$ cat src/hw/pst_consts.svh
// pst_consts.svh: offsets, field positions and reset values for the address translator
// assumes: included by bare name from the package and the design modules
`ifndef PST_CONSTS_SVH
`define PST_CONSTS_SVH

// ----------------------------------------------------------------
// address layout
// ----------------------------------------------------------------
`define PST_WADDR_W      31
`define PST_OFF_W        10
`define PST_SEG_W        3
`define PST_SEG_LSB      28
`define PST_L1_LSB       19
`define PST_L2_LSB       10
`define PST_IDX_W        9
`define PST_PAGE_W       21
`define PST_SEG_N        8
`define PST_ENT_N        512

// ----------------------------------------------------------------
// translation entry fields
// ----------------------------------------------------------------
`define PST_TE_VALID     31
`define PST_TE_READ      30
`define PST_TE_WRITE     29
`define PST_TE_EXEC      28
`define PST_TE_PAGE_LSB  0

// ----------------------------------------------------------------
// segment base fields
// ----------------------------------------------------------------
`define PST_SB_VALID     31
`define PST_SB_TWOLVL    30
`define PST_SB_RING_LSB  27
`define PST_SB_PT_LSB    0
`define PST_SB_RESET     32'h00000000

`endif

$ cat src/hw/pst_pkg.sv
// pst_pkg.sv: types shared by the address translator modules
// assumes: pst_consts.svh on the include path
`include "pst_consts.svh"
package pst_pkg;
	typedef enum logic [1:0] {PST_ACC_READ, PST_ACC_WRITE, PST_ACC_EXEC} pst_acc_t;
	typedef enum logic [2:0] {PST_OK, PST_FAULT_PAGE, PST_FAULT_SEG, PST_FAULT_PROT,
		PST_FAULT_RING} pst_fault_t;
	typedef enum {PST_IDLE, PST_WALK_TOP, PST_WALK_LEAF, PST_DONE} pst_state_t;
endpackage

$ cat src/hw/pst_entry_check.sv
// pst_entry_check.sv: decodes one translation entry and checks it against an access
// assumes: purely combinational, used by the translator once per walk step
`timescale 1ns/10ps
`include "pst_consts.svh"
module pst_entry_check
	import pst_pkg::*;
(
	input  wire logic [31:0]               entry_in,   // raw translation entry
	input  wire logic [1:0]                acc_in,     // access kind
	input  wire logic                      leaf_in,    // entry maps a data page
	output logic      [`PST_PAGE_W-1:0]    page_out,   // physical page number
	output logic                           resid_out,  // page is resident
	output logic                           allow_out   // protocol permits the access
);
	// ----------------------------------------------------------------
	// decode
	// ----------------------------------------------------------------
	// field split into page number and protocol bits
	always_comb begin
		page_out  = entry_in[`PST_TE_PAGE_LSB +: `PST_PAGE_W];
		resid_out = entry_in[`PST_TE_VALID];
		allow_out = 1'b1;
		// pointer entries of the upper level only need the valid bit
		if (leaf_in) begin
			unique case (acc_in)
				2'h0:    allow_out = entry_in[`PST_TE_READ];
				2'h1:    allow_out = entry_in[`PST_TE_WRITE];
				2'h2:    allow_out = entry_in[`PST_TE_EXEC];
				default: allow_out = 1'b0;
			endcase
		end
	end
endmodule

$ cat src/hw/pst_translator.sv
// pst_translator.sv: paged segment address translator with table walk
// assumes: a memory port on the same clock answers each fetch with rdata_valid
`timescale 1ns/10ps
`include "pst_consts.svh"
module pst_translator
	import pst_pkg::*;
(
	input  wire logic                   clk_sys_in,      // 10 MHz system clock
	input  wire logic                   reset_n_in,      // synchronous reset, low active
	input  wire logic                   clk_en_in,       // freezes all state when low
	input  wire logic                   sbw_valid_in,    // write a segment base register
	input  wire logic [2:0]             sbw_seg_in,      // segment being written
	input  wire logic [31:0]            sbw_data_in,     // segment base value
	input  wire logic                   req_valid_in,    // logical reference request
	input  wire logic [31:0]            req_byte_addr_in,// logical byte address
	input  wire logic [1:0]             req_acc_in,      // access kind
	input  wire logic [2:0]             active_privilege_ring_in, // current ring
	output logic                        req_ready_out,   // idle, request taken
	output logic                        fetch_valid_out, // table fetch request
	output logic [31:0]                 fetch_addr_out,  // word address of entry
	input  wire logic                   fetch_ready_in,  // memory took fetch
	input  wire logic                   rdata_valid_in,  // entry returned
	input  wire logic [31:0]            rdata_in,        // returned entry
	output logic                        done_out,        // result pulse
	output logic [`PST_WADDR_W-1:0]     phys_waddr_out,  // physical word address
	output logic [2:0]                  fault_out        // fault code
);
	// ----------------------------------------------------------------
	// segment base registers
	// ----------------------------------------------------------------
	logic [31:0] segment_table_base_reg [`PST_SEG_N];
	logic [31:0] segment_table_base_next [`PST_SEG_N];

	// one register per segment, written from the core side
	genvar g;
	generate
		for (g = 0; g < `PST_SEG_N; g++) begin : g_sb
			always_comb begin
				segment_table_base_next[g] = segment_table_base_reg[g];
				if (sbw_valid_in && sbw_seg_in == 3'(g))
					segment_table_base_next[g] = sbw_data_in;
			end
			always_ff @(posedge clk_sys_in) begin
				if (!reset_n_in)
					segment_table_base_reg[g] <= `PST_SB_RESET;
				else if (clk_en_in)
					segment_table_base_reg[g] <= segment_table_base_next[g];
			end
		end
	endgenerate

	// ----------------------------------------------------------------
	// walk state
	// ----------------------------------------------------------------
	pst_state_t                state_reg, state_next;
	logic [`PST_WADDR_W-1:0]   vaddr_reg, vaddr_next;
	logic [1:0]                acc_reg, acc_next;
	logic [2:0]                ring_reg, ring_next;
	logic                      issued_reg, issued_next;
	logic                      done_reg, done_next;
	logic [`PST_WADDR_W-1:0]   phys_reg, phys_next;
	logic [2:0]                fault_reg, fault_next;
	logic [`PST_PAGE_W-1:0]    ent_page;
	logic                      ent_resid;
	logic                      ent_allow;
	logic [31:0]               cur_base;
	logic [2:0]                cur_seg;

	// byte address bit 0 drops to make a 31-bit word address
	function automatic logic [`PST_WADDR_W-1:0] word_addr(input logic [31:0] b);
		return b[31:1];
	endfunction

	// entry fetch address: table page start plus index, doubleword per entry
	function automatic logic [31:0] entry_addr(input logic [`PST_PAGE_W-1:0] pg,
		input logic [`PST_IDX_W-1:0] idx);
		return {1'b0, pg, `PST_OFF_W'(0)} | {22'h000000, idx, 1'b0};
	endfunction

	assign cur_seg  = vaddr_reg[`PST_SEG_LSB +: `PST_SEG_W];
	assign cur_base = segment_table_base_reg[cur_seg];

	pst_entry_check u_check (
		.entry_in  (rdata_in),
		.acc_in    (acc_reg),
		.leaf_in   (state_reg == PST_WALK_LEAF),
		.page_out  (ent_page),
		.resid_out (ent_resid),
		.allow_out (ent_allow)
	);

	// walk sequencing, checks and address formation
	always_comb begin
		state_next  = state_reg;
		vaddr_next  = vaddr_reg;
		acc_next    = acc_reg;
		ring_next   = ring_reg;
		issued_next = issued_reg;
		done_next   = 1'b0;
		phys_next   = phys_reg;
		fault_next  = fault_reg;
		unique case (state_reg)
			PST_IDLE: begin
				if (req_valid_in) begin
					vaddr_next  = word_addr(req_byte_addr_in);
					acc_next    = req_acc_in;
					ring_next   = active_privilege_ring_in;
					issued_next = 1'b0;
					state_next  = PST_WALK_TOP;
				end
			end
			PST_WALK_TOP: begin
				// ring 0 is most privileged; outer rings may not reach inward
				if (!cur_base[`PST_SB_VALID]) begin
					fault_next = 3'(PST_FAULT_SEG);
					state_next = PST_DONE;
				end else if (ring_reg > cur_base[`PST_SB_RING_LSB +: 3]) begin
					fault_next = 3'(PST_FAULT_RING);
					state_next = PST_DONE;
				end else if (!cur_base[`PST_SB_TWOLVL]) begin
					state_next  = PST_WALK_LEAF;
					issued_next = 1'b0;
				end else if (fetch_ready_in && !issued_reg) begin
					issued_next = 1'b1;
				end else if (issued_reg && rdata_valid_in) begin
					issued_next = 1'b0;
					if (!ent_resid) begin
						fault_next = 3'(PST_FAULT_PAGE);
						state_next = PST_DONE;
					end else begin
						state_next = PST_WALK_LEAF;
					end
				end
			end
			PST_WALK_LEAF: begin
				if (fetch_ready_in && !issued_reg)
					issued_next = 1'b1;
				else if (issued_reg && rdata_valid_in) begin
					issued_next = 1'b0;
					state_next  = PST_DONE;
					if (!ent_resid)
						fault_next = 3'(PST_FAULT_PAGE);
					else if (!ent_allow)
						fault_next = 3'(PST_FAULT_PROT);
					else begin
						fault_next = 3'(PST_OK);
						// whole page number kept so the word address fills all 31 bits
						phys_next  = {ent_page, vaddr_reg[`PST_OFF_W-1:0]};
					end
				end
			end
			PST_DONE: begin
				done_next  = 1'b1;
				state_next = PST_IDLE;
			end
		endcase
	end

	// the leaf table base comes from the segment or from the top-level entry
	logic [`PST_PAGE_W-1:0] leaf_pg_reg, leaf_pg_next;
	always_comb begin
		leaf_pg_next = leaf_pg_reg;
		if (state_reg == PST_WALK_TOP && state_next == PST_WALK_LEAF)
			leaf_pg_next = cur_base[`PST_SB_TWOLVL] ? ent_page
				: cur_base[`PST_SB_PT_LSB +: `PST_PAGE_W];
	end

	always_ff @(posedge clk_sys_in) begin
		if (!reset_n_in) begin
			state_reg   <= PST_IDLE;
			vaddr_reg   <= '0;
			acc_reg     <= 2'h0;
			ring_reg    <= 3'h0;
			issued_reg  <= 1'b0;
			done_reg    <= 1'b0;
			phys_reg    <= '0;
			fault_reg   <= 3'h0;
			leaf_pg_reg <= '0;
		end else if (clk_en_in) begin
			state_reg   <= state_next;
			vaddr_reg   <= vaddr_next;
			acc_reg     <= acc_next;
			ring_reg    <= ring_next;
			issued_reg  <= issued_next;
			done_reg    <= done_next;
			phys_reg    <= phys_next;
			fault_reg   <= fault_next;
			leaf_pg_reg <= leaf_pg_next;
		end
	end

	// ----------------------------------------------------------------
	// outputs
	// ----------------------------------------------------------------
	// fetch held until taken; a two-level top index uses address bits 27:19
	assign req_ready_out   = (state_reg == PST_IDLE);
	assign fetch_valid_out = !issued_reg && ((state_reg == PST_WALK_LEAF) ||
		(state_reg == PST_WALK_TOP && cur_base[`PST_SB_VALID] && cur_base[`PST_SB_TWOLVL]
		&& !(ring_reg > cur_base[`PST_SB_RING_LSB +: 3])));
	assign fetch_addr_out  = (state_reg == PST_WALK_LEAF)
		? entry_addr(leaf_pg_reg, vaddr_reg[`PST_L2_LSB +: `PST_IDX_W])
		: entry_addr(cur_base[`PST_SB_PT_LSB +: `PST_PAGE_W],
			vaddr_reg[`PST_L1_LSB +: `PST_IDX_W]);
	assign done_out        = done_reg;
	assign phys_waddr_out  = phys_reg;
	assign fault_out       = fault_reg;
endmodule

$ cat config.mk
export PLATFORM = sky130hd
export DESIGN_NAME = pst_translator
export DESIGN_NICKNAME = d
export VERILOG_FILES = /design/src/hw/pst_pkg.sv /design/src/hw/pst_entry_check.sv /design/src/hw/pst_translator.sv
export VERILOG_INCLUDE_DIRS = /design/src /design/src/hw
export SDC_FILE = /design/constraint.sdc
export NUM_CORES = 1
export LEC_CHECK = 0
export ABC_AREA = 1
export BUFFER_PORTS_ARGS = -buffer_cell sky130_fd_sc_hd__buf_2
export CAP_MARGIN = 20
export CELL_PAD_IN_SITES_DETAIL_PLACEMENT = 1
export CELL_PAD_IN_SITES_GLOBAL_PLACEMENT = 1
export CORE_AREA = 2 2 180 182
export DETAILED_ROUTE_END_ITERATION = 16
export DIE_AREA = 0 0 182 184
export PLACE_DENSITY_LB_ADDON = 0.1
export SLEW_MARGIN = 10
export SYNTH_ARGS = -nofsm -noshare
export SYNTH_HDL_FRONTEND = slang
export SYNTH_SLANG_ARGS = --single-unit
$ cat constraint.sdc
create_clock -name clk_sys_in -period 5.76 [get_ports clk_sys_in]
set_clock_uncertainty 0.15 [all_clocks]
set_input_delay 0.576 -clock clk_sys_in [delete_from_list [all_inputs] [get_ports clk_sys_in]]
set_output_delay 0.576 -clock clk_sys_in [all_outputs]
set_load 0.05 [all_outputs]
==> results of run 1 <==
==> worst max-delay path by stage <==
stage and endpoint:
5_1_grt fetch_valid_out, 3_5_place_dp leaf_pg_reg[17], 4_1_cts fetch_valid_out, 2_1_floorplan fetch_valid_out, 3_3_place_gp fetch_valid_out, 6_report fetch_valid_out
==> cell type report <==
| type | count | area (um^2) |
|---|---|---|
| repair buffers | 190 | 1020 |
| clock buffers | 53 | 1070 |
| clock inverters | 13 | 113 |
| multi-input cells | 1103 | 5050 |
| well taps | 402 | 503 |
| flip-flops and latches | 336 | 8810 |
| inverters | 163 | 612 |
| fillers | 3747 | 14200 |
==> logic make-up after synthesis <==
logic type	synth area share
flip-flops	0.591
adder cells (fa/ha/maj)	0.00252
multiplexers	0.00202
AND/OR/NAND/NOR	0.202
other	0.000252
buffers and inverters	0.0710
AO/OA/AOI/OAI	0.131
==> metal layers <==
metal | routed length (um) | up-vias | share of wire
met4 | 748 | 0 | 0.017
met2 | 21200 | 293 | 0.49
met5 | 0 | - | 0
li1 | - | 5863 | -
met1 | 19200 | 6022 | 0.45
met3 | 1900 | 56 | 0.044
==> metrics by stage <==
step                      cell area, um^2  cells
after floorplan                     14900   1707
after global placement              16000   2194
after detailed placement            16000   2194
after CTS                           17200   2260
after global routing                17200   2260
final                               17200   2260
==> power by group <==
part           switching, mW  leakage [nW]  total, mW  internal [mW]
logic                  0.621          3.91      0.817          0.196
registers             0.0480          3.02       2.72           2.67
clock network          0.950         0.580       2.33           1.38
total                   1.62          7.51       5.86           4.24
==> cell usage in the layout (no fill, tap or decap), types with 3 or more instances in the layout <==
cell and instances:
nor2_1 463, nand2_1 250, edfxtp_1 208, buf_2 163
inv_1 155, o21ai_0 148, dfxtp_1 126, a21oi_1 44
clkbuf_16 40, a211oi_1 34, o211ai_1 30, o22ai_1 28
buf_4 27, a31oi_1 19, nor3_1 19, o21bai_1 19
nand3_1 18, clkbuf_1 11, clkinv_1 7, inv_2 6
clkinv_2 5, nor2_4 3, mux2i_1 3, nand3_2 3
ha_1 3
==> worst max-delay path: cells and delay by family (launching register included) <==
| kind | cells | cell delay (ns) |
|---|---|---|
| compound gates | 1 | 0.34 |
| buf+inv | 4 | 1.53 |
| flops | 1 | 0.69 |
| simple gates | 7 | 1.18 |
==> flow_summary.yaml, run 1 <==
yosys:
  synth-edff-count: 208
  yosysMostFrequentCell: "nor2_1"
  yosysWarnings: 0
  synth_cells: 1706
  syn_area_um2: 14900
  yosysTopAreaCell: "edfxtp_1"
  postSynthAreaPerCell_um2: 8.73
  ys.flop_type: "edfxtp_1"
  yosys.area.top_type_share: 0.419
  synthTopCellsByArea: "edfxtp_1, dfxtp_1, nor2_1, nand2_1, o21ai_0"
  ys_seq_area_frac: 0.591
  synth_common_cells: "nor2_1, nand2_1, edfxtp_1"
  synth_cell_types: 39
  ys_async_sr_fraction: 0
  ys_ff_latch: 336
final_layout:
  fin_nets: 1946
  diodes: 0
  synthToLayoutAreaGrowth_pct: 15.3
  largest_register_ffs: 208
  final_util: 0.547
  drive_gt1_frac: 0.140
setup_path:
  r2r_slack_ns: 1.04
  slowest_stage: "dfxtp_2"
  reg2regPathDepth: 16
  crit_arrival_ns: 4.33
  start_kind: "flip-flop"
  max_stage_delay_ns: 0.69
  required_ns: 5.03
  cp-end-kind: "output port"
  worstPathMaxFanout: 76
  reg2reg_to: "leaf_pg_reg[17]"
  path_class: "reg2out"
  crit_chain: "inv_2 -> buf_4 -> nand2_1 -> nand3_1 -> nand2_1 -> nand2_1 -> nand2_1 -> inv_2 -> o21ai_0 -> nand2_1 -> nor2_1 -> buf_2"
  crit_top_cell: "nand2_1"
cts:
  clock-sinks: 336
  clkTransAtPathRegs_ns: 0.06
  htreeDepth: 2
  cts_hold_buffers: 0
  cts_setup_buffers: 0
  cts_root_buf: "clkbuf_16"
  clockBufferDepth: 3
  tritoncts: "done"
  ctsResizeCount: 0
  clk_latency_ns: 0.53
  cts_buffers: 38
power:
  vdd_ir_drop_max_uv: 212
  p_total_mw: 5.86
  p_leak_nw: 7.51
  power_density_nw_per_um2: 341
drt:
  detail-route-antenna-nets: 0
  num_vias: 12234
  drc: 0
  drt_pass1_iterations: 5
  initialDrtViolationCount: 770
  viasPerCell: 5.41
  wl_per_cell_um: 19.0
  routed_wl_um: 43000
timing:
  drv_slew: 0
  timing.final.hold_violations: 0
  whs_ns: 0.134
  slew_headroom: 0.413
  finalCriticalPeriod_ns: 5.05
  setup_viol: 0
  fmax_ghz: 0.198
  setup_tns_ns: 0
  rsz0062_at_grt: "no"
  fin_crit_sh: 0.877
  setup_slack_ns: 0.706
  worst_slew_pin_slew_ns: 0.871
placed_design:
  dp_hpwl_um: 26300
  place_ws_ns: 1.07
  place_congestion: 0.772
  numPortBuffers: 163
grt:
  top_usage_layer: "met2"
  grt_max_degree: 77
  grt_first_pass_wirelength_um: 67500
  grt_use_met2: 0.447
  grtUsageMet1: 0.340
  grtUsageTotal: 0.257
  gr-total-overflow: 0
  antenna_found_initial: 0
  use_met3: 0.0333
  grt_pass1_vias: 12557
min_path:
  hp-class: "in2reg"
  min_from: "req_byte_addr_in[21]"
  min_to: "vaddr_reg[20]"
  whs_path_depth: 3
job:
  drv_cap: 0
floorplanning:
  fp.coreArea_um2: 31400
  core.rowCount: 65
  die_area_um2: 33500
  ioPinCount: 180
  die_x_um: 182
  start_util: 0.475
  dieHeight_um: 184
run_status:
  status: "finished clean"
No activity file was read; power rests on OpenSTA's default activity.
==> run 2: changes to the inputs <==
==> constraint.sdc (replaced) <==
create_clock -name clk_sys_in -period 5.76 [get_ports clk_sys_in]
set_clock_uncertainty 0.15 [all_clocks]
set_input_delay 0.576 -clock clk_sys_in [delete_from_list [all_inputs] [get_ports clk_sys_in]]
set_output_delay 0.576 -clock clk_sys_in [all_outputs]
set_load 0.02 [all_outputs]
==> run 2 against run 1 <==
Critical path depth is the same; sequential power barely moved; sequential share of layout area did not move; wire length up 0.47%; critical path type unchanged; fmax rose by 6.6%; flip-flop and latch count stayed put; non-clock buffer count stayed put; via count rose by 0.61%; total power is 2.4% lower.
==> flow_summary.yaml, run 2 (synthesis gave the netlist of run 1 again) <==
run_status:
  status: "finished clean"
cts:
  clkTransAtPathRegs_ns: 0.06
  ctsResizeCount: 0
  cts_hold_buffers: 0
  tritoncts: "done"
  clk_latency_ns: 0.54
  cts_setup_buffers: 0
  cts_buffers: 38
  cts_root_buf: "clkbuf_16"
  clock-sinks: 336
  htreeDepth: 2
  clockBufferDepth: 3
setup_path:
  max_stage_delay_ns: 0.68
  required_ns: 5.03
  crit_chain: "buf_4 -> buf_4 -> nand2_1 -> nand3_1 -> nand2_1 -> nand2_1 -> nand2_1 -> inv_2 -> o21ai_0 -> nand2_1 -> nor2_1 -> buf_2"
  start_kind: "flip-flop"
  path_class: "reg2out"
  slowest_stage: "inv_2"
  crit_top_cell: "nand2_1"
  cp-end-kind: "output port"
  crit_arrival_ns: 4.01
  worstPathMaxFanout: 56
timing:
  fmax_ghz: 0.211
  finalCriticalPeriod_ns: 4.74
  setup_viol: 0
  setup_tns_ns: 0
  whs_ns: 0.126
  fin_crit_sh: 0.823
  worst_slew_pin_slew_ns: 0.870
  timing.final.hold_violations: 0
  drv_slew: 0
  slew_headroom: 0.419
  rsz0062_at_grt: "no"
power:
  vdd_ir_drop_max_uv: 232
  power.share.clock: 0.400
  p_total_mw: 5.72
  comb_power_share: 0.127
  power_density_nw_per_um2: 333
  p_leak_nw: 7.52
  p_seq_frac: 0.474
  power.switching_mw: 1.54
  p_sw_frac: 0.269
  intPower_mw: 4.18
final_layout:
  final_common_cell: "nor2_1"
  final_util: 0.547
  multi_input_area_um2: 5050
  synthToLayoutAreaGrowth_pct: 15.3
  largest_register_ffs: 208
  design_area_um2: 17200
  fin_nets: 1946
  final_cell_mix: "nor2_1, nand2_1, edfxtp_1"
  fillers: 3748
  regArea_um2: 8810
  drive_gt1_frac: 0.142
drt:
  drc: 0
  routed_wl_um: 43200
  initialDrtViolationCount: 810
  wl_per_cell_um: 19.1
  viasPerCell: 5.44
  detail-route-antenna-nets: 0
  drt_pass1_iterations: 5
  num_vias: 12309
floorplanning:
  ioPinCount: 180
  core.rowCount: 65
  dieHeight_um: 184
  start_util: 0.475
  die_x_um: 182
  fp.coreArea_um2: 31400
  die_area_um2: 33500
grt:
  grtUsageTotal: 0.260
  grt_pass1_vias: 12689
  gr-total-overflow: 0
  antenna_found_initial: 4
  grt_max_degree: 74
  grt_first_pass_wirelength_um: 68000
min_path:
  hp-class: "in2reg"
placed_design:
  place_congestion: 0.750
  dp_hpwl_um: 26600
  numPortBuffers: 163
  place_area_um2: 16000
job:
  drv_cap: 0
run 2: cell types whose count changed in the layout (fill, tap and decap cells not counted):
cell       previous run  this run
clkbuf_1             11         5
clkinv_1              7        11
bufinv_16             2         0
clkbuf_8              2         4
clkinv_2              5         7
diode_2               0         2
clkinv_8              0         1
inv_6                 1         2
run 2: layout make-up:
cell class                      instances  share of cell area
Sequential cell                       336               0.513
Multi-Input combinational cell       1103               0.294
Clock buffer                           49              0.0626
Timing Repair Buffer                  190              0.0593
Inverter                              163              0.0356
Tap cell                              402              0.0293
Clock inverter                         19             0.00597
Antenna cell                            2            0.000291
run 2: worst max-delay path: cells and delay by family, from the launching register on:
family | cells | cell delay, ns
and+or+nand+nor | 7 | 1.04
DFF | 1 | 0.33
AOI/OAI and AO/OA | 1 | 0.23
buffers and inverters | 4 | 1.86
run 2: worst paths after layout:
kind / slack, ns / depth (start not counted) / end / startpoint
worst max-delay path: 1.02 / 12 / fetch_valid_out / flip-flop
worst min-delay path: 0.13 / 3 / vaddr_reg[17] / req_byte_addr_in[18]
worst max register to register: 1.27 / 18 / leaf_pg_reg[17] / flip-flop
worst min register to register: 0.30 / 2 / phys_waddr_out[26] / phys_waddr_out[26]
run 2: power by group through the flow:
stage                     clock network (mW)  logic [mW]  registers (mW)
after floorplan                            0       0.466            2.75
final                                   2.29       0.724            2.71
after global placement                     0       0.698            2.75
after CTS                               2.33       0.726            2.71
after global routing                    2.42       0.805            2.72
after detailed placement                   0       0.720            2.76
run 2: layer usage:
layer  vias up  global-route usage  wire length (um)
li1       5881                   -                 -
met1      6045               0.329             18700
met5         -                   0                29
met3        78              0.0392              2020
met2       301               0.460             21500
met4         4              0.0813               984
run 2: stage by stage:
stage | instances | setup slack (ns)
3_3_place_gp | 2194 | 1.47
5_1_grt | 2264 | 0.695
4_1_cts | 2262 | 0.926
2_1_floorplan | 1707 | 2.10
6_report | 2264 | 1.02
3_5_place_dp | 2194 | 1.37
==> run 3: changes to the inputs <==
--- a/config.mk
+++ b/config.mk
@@ -11,9 +11,9 @@
 export CAP_MARGIN = 20
 export CELL_PAD_IN_SITES_DETAIL_PLACEMENT = 1
 export CELL_PAD_IN_SITES_GLOBAL_PLACEMENT = 1
-export CORE_AREA = 2 2 180 182
+export CORE_AREA = 2 2 188 190
 export DETAILED_ROUTE_END_ITERATION = 16
-export DIE_AREA = 0 0 182 184
+export DIE_AREA = 0 0 190 192
 export PLACE_DENSITY_LB_ADDON = 0.1
 export SLEW_MARGIN = 10
 export SYNTH_ARGS = -nofsm -noshare
==> constraint.sdc (replaced) <==
create_clock -name clk_sys_in -period 4.45 [get_ports clk_sys_in]
set_clock_uncertainty 0.15 [all_clocks]
set_input_delay 0.445 -clock clk_sys_in [delete_from_list [all_inputs] [get_ports clk_sys_in]]
set_output_delay 0.445 -clock clk_sys_in [all_outputs]
set_load 0.02 [all_outputs]
==> run 3 against run 2 <==
Clock power rose by 31%; sequential power up 30%; wire length up 3.3%; non-clock buffer count increased by 26; setup slack worse by 0.72 ns; combinational power rose by 32%; via count rose by 0.48%; flip-flop and latch count did not move; total power increased by 31%; cell count increased by 3.4%; count of clock-buffer cells in the layout increased by 7.
==> flow_summary.yaml, run 3 (synthesis gave the netlist of run 1 again) <==
drt:
  wl_per_cell_um: 19.1
  initialDrtViolationCount: 794
  drt_pass1_iterations: 5
  detail-route-antenna-nets: 0
  drc: 0
  viasPerCell: 5.28
  routed_wl_um: 44600
  num_vias: 12368
timing:
  setup_viol: 0
  finalCriticalPeriod_ns: 4.15
  worst_slew_pin_slew_ns: 0.828
  fmax_ghz: 0.241
  rsz0062_at_grt: "no"
  fin_crit_sh: 0.933
  timing.final.hold_violations: 0
  setup_tns_ns: 0
  drv_slew: 0
  slew_headroom: 0.447
final_layout:
  fillers: 4109
  synthToLayoutAreaGrowth_pct: 17.5
  largest_register_ffs: 208
  final_cell_mix: "nor2_1, nand2_1, edfxtp_1"
  drive_gt1_frac: 0.143
  design_area_um2: 17500
  final_common_cell: "nor2_1"
  fin_nets: 1972
  diodes: 0
floorplanning:
  die_area_um2: 36500
  dieHeight_um: 192
  start_util: 0.435
  die_x_um: 190
  fp.coreArea_um2: 34300
  core.rowCount: 68
  ioPinCount: 180
grt:
  grtUsageTotal: 0.245
  antenna_found_initial: 0
  grt_pass1_vias: 12814
  gr-total-overflow: 0
  grt_first_pass_wirelength_um: 69800
  grt_max_degree: 73
power:
  vdd_ir_drop_max_uv: 282
  p_leak_nw: 7.63
  power_density_nw_per_um2: 427
cts:
  cts_buffers: 38
  clockBufferDepth: 3
  cts_root_buf: "clkbuf_16"
  clkTransAtPathRegs_ns: 0.06
  tritoncts: "done"
  cts_setup_buffers: 0
  clock-sinks: 336
  clk_latency_ns: 0.53
  htreeDepth: 2
setup_path:
  crit_arrival_ns: 3.56
  path_class: "reg2out"
  cp-end-kind: "output port"
  required_ns: 3.86
  worstPathMaxFanout: 58
  r2r_slack_ns: 0.46
  start_kind: "flip-flop"
job:
  drv_cap: 0
min_path:
  min_from: "req_byte_addr_in[5]"
  hp-class: "in2reg"
placed_design:
  place_congestion: 0.757
  numPortBuffers: 163
  place_area_um2: 16100
  dp_hpwl_um: 27600
run_status:
  status: "finished clean"
run 3: cell count changes in the layout (fill, tap and decap cells not counted), moves of 2 or more:
| cell | delta |
|---|---|
| buf_4 | +4 |
| clkbuf_1 | +7 |
| clkbuf_4 | +2 |
| clkbuf_8 | -2 |
| clkinv_1 | -6 |
| diode_2 | -2 |
| dlygate4sd3_1 | +20 |
run 3: per-stage QoR:
step	utilization	std cells	setup WS (ns)	hold WS (ns)	power, mW
6_report	0.510	2341	0.298	0.0149	7.48
5_1_grt	0.510	2341	0.00502	0.0179	7.78
4_1_cts	0.510	2341	0.0472	0.000373	7.54
3_5_place_dp	0.470	2253	0.252	0.293	4.52
3_3_place_gp	0.470	2253	0.369	0.290	4.49
2_1_floorplan	-	1707	0.893	0.300	4.16
run 3: path summary, 6_finish.rpt:
check,end,depth (start not counted)
worst max-delay path,fetch_valid_out,14
worst min-delay path,vaddr_reg[4],3
worst max register to register,leaf_pg_reg[14],16
worst min register to register,phys_waddr_out[15],2
run 3: what timing repair did:
| action | 4_1_cts | 5_1_grt |
|---|---|---|
| setup endpoints to repair | 1 | 7 |
| endpoints found under the hold margin | 20 | 0 |
| pin swaps | 0 | 0 |
| resized for setup | 1 | 3 |
| gates cloned | 0 | 0 |
| hold buffers | 20 | 0 |
run 3: cell type report:
class | instances | area (um^2) | area share
Inverter | 163 | 614 | 0.0351
Clock buffer | 56 | 1090 | 0.0622
Tap cell | 455 | 569 | 0.0325
Multi-Input combinational cell | 1103 | 5050 | 0.289
Clock inverter | 12 | 87.6 | 0.00500
Timing Repair Buffer | 216 | 1280 | 0.0731
Sequential cell | 336 | 8810 | 0.504
run 3: per-layer routing:
metal | GRT usage | routed length [um] | vias to the layer above
li1 | - | - | 5930
met1 | 0.326 | 20400 | 6119
met2 | 0.423 | 21400 | 251
met3 | 0.0296 | 1800 | 68
met4 | 0.0695 | 989 | 0
met5 | 0 | 0 | -
run 3: critical path, stage by stage, from the launching register on:
cell and delay, ns:
dfxtp_4 0.44, inv_2 0.29, buf_4 0.37, buf_6 0.43, nand2_1 0.12, nand3_1 0.15
nand2_1 0.08, nand2_1 0.06, nand2_1 0.06, buf_4 0.21, inv_4 0.27, o21ai_0 0.21
nand2_1 0.12, nor2_1 0.04, buf_2 0.16
run 3: power breakdown:
part / total [mW] / leakage [nW] / internal [mW] / switching [mW]
Sequential: 3.52 / 3.02 / 3.45 / 0.0645
Combinational: 0.954 / 4.03 / 0.273 / 0.681
Clock: 3.01 / 0.578 / 1.75 / 1.25
Total: 7.48 / 7.63 / 5.48 / 2.00
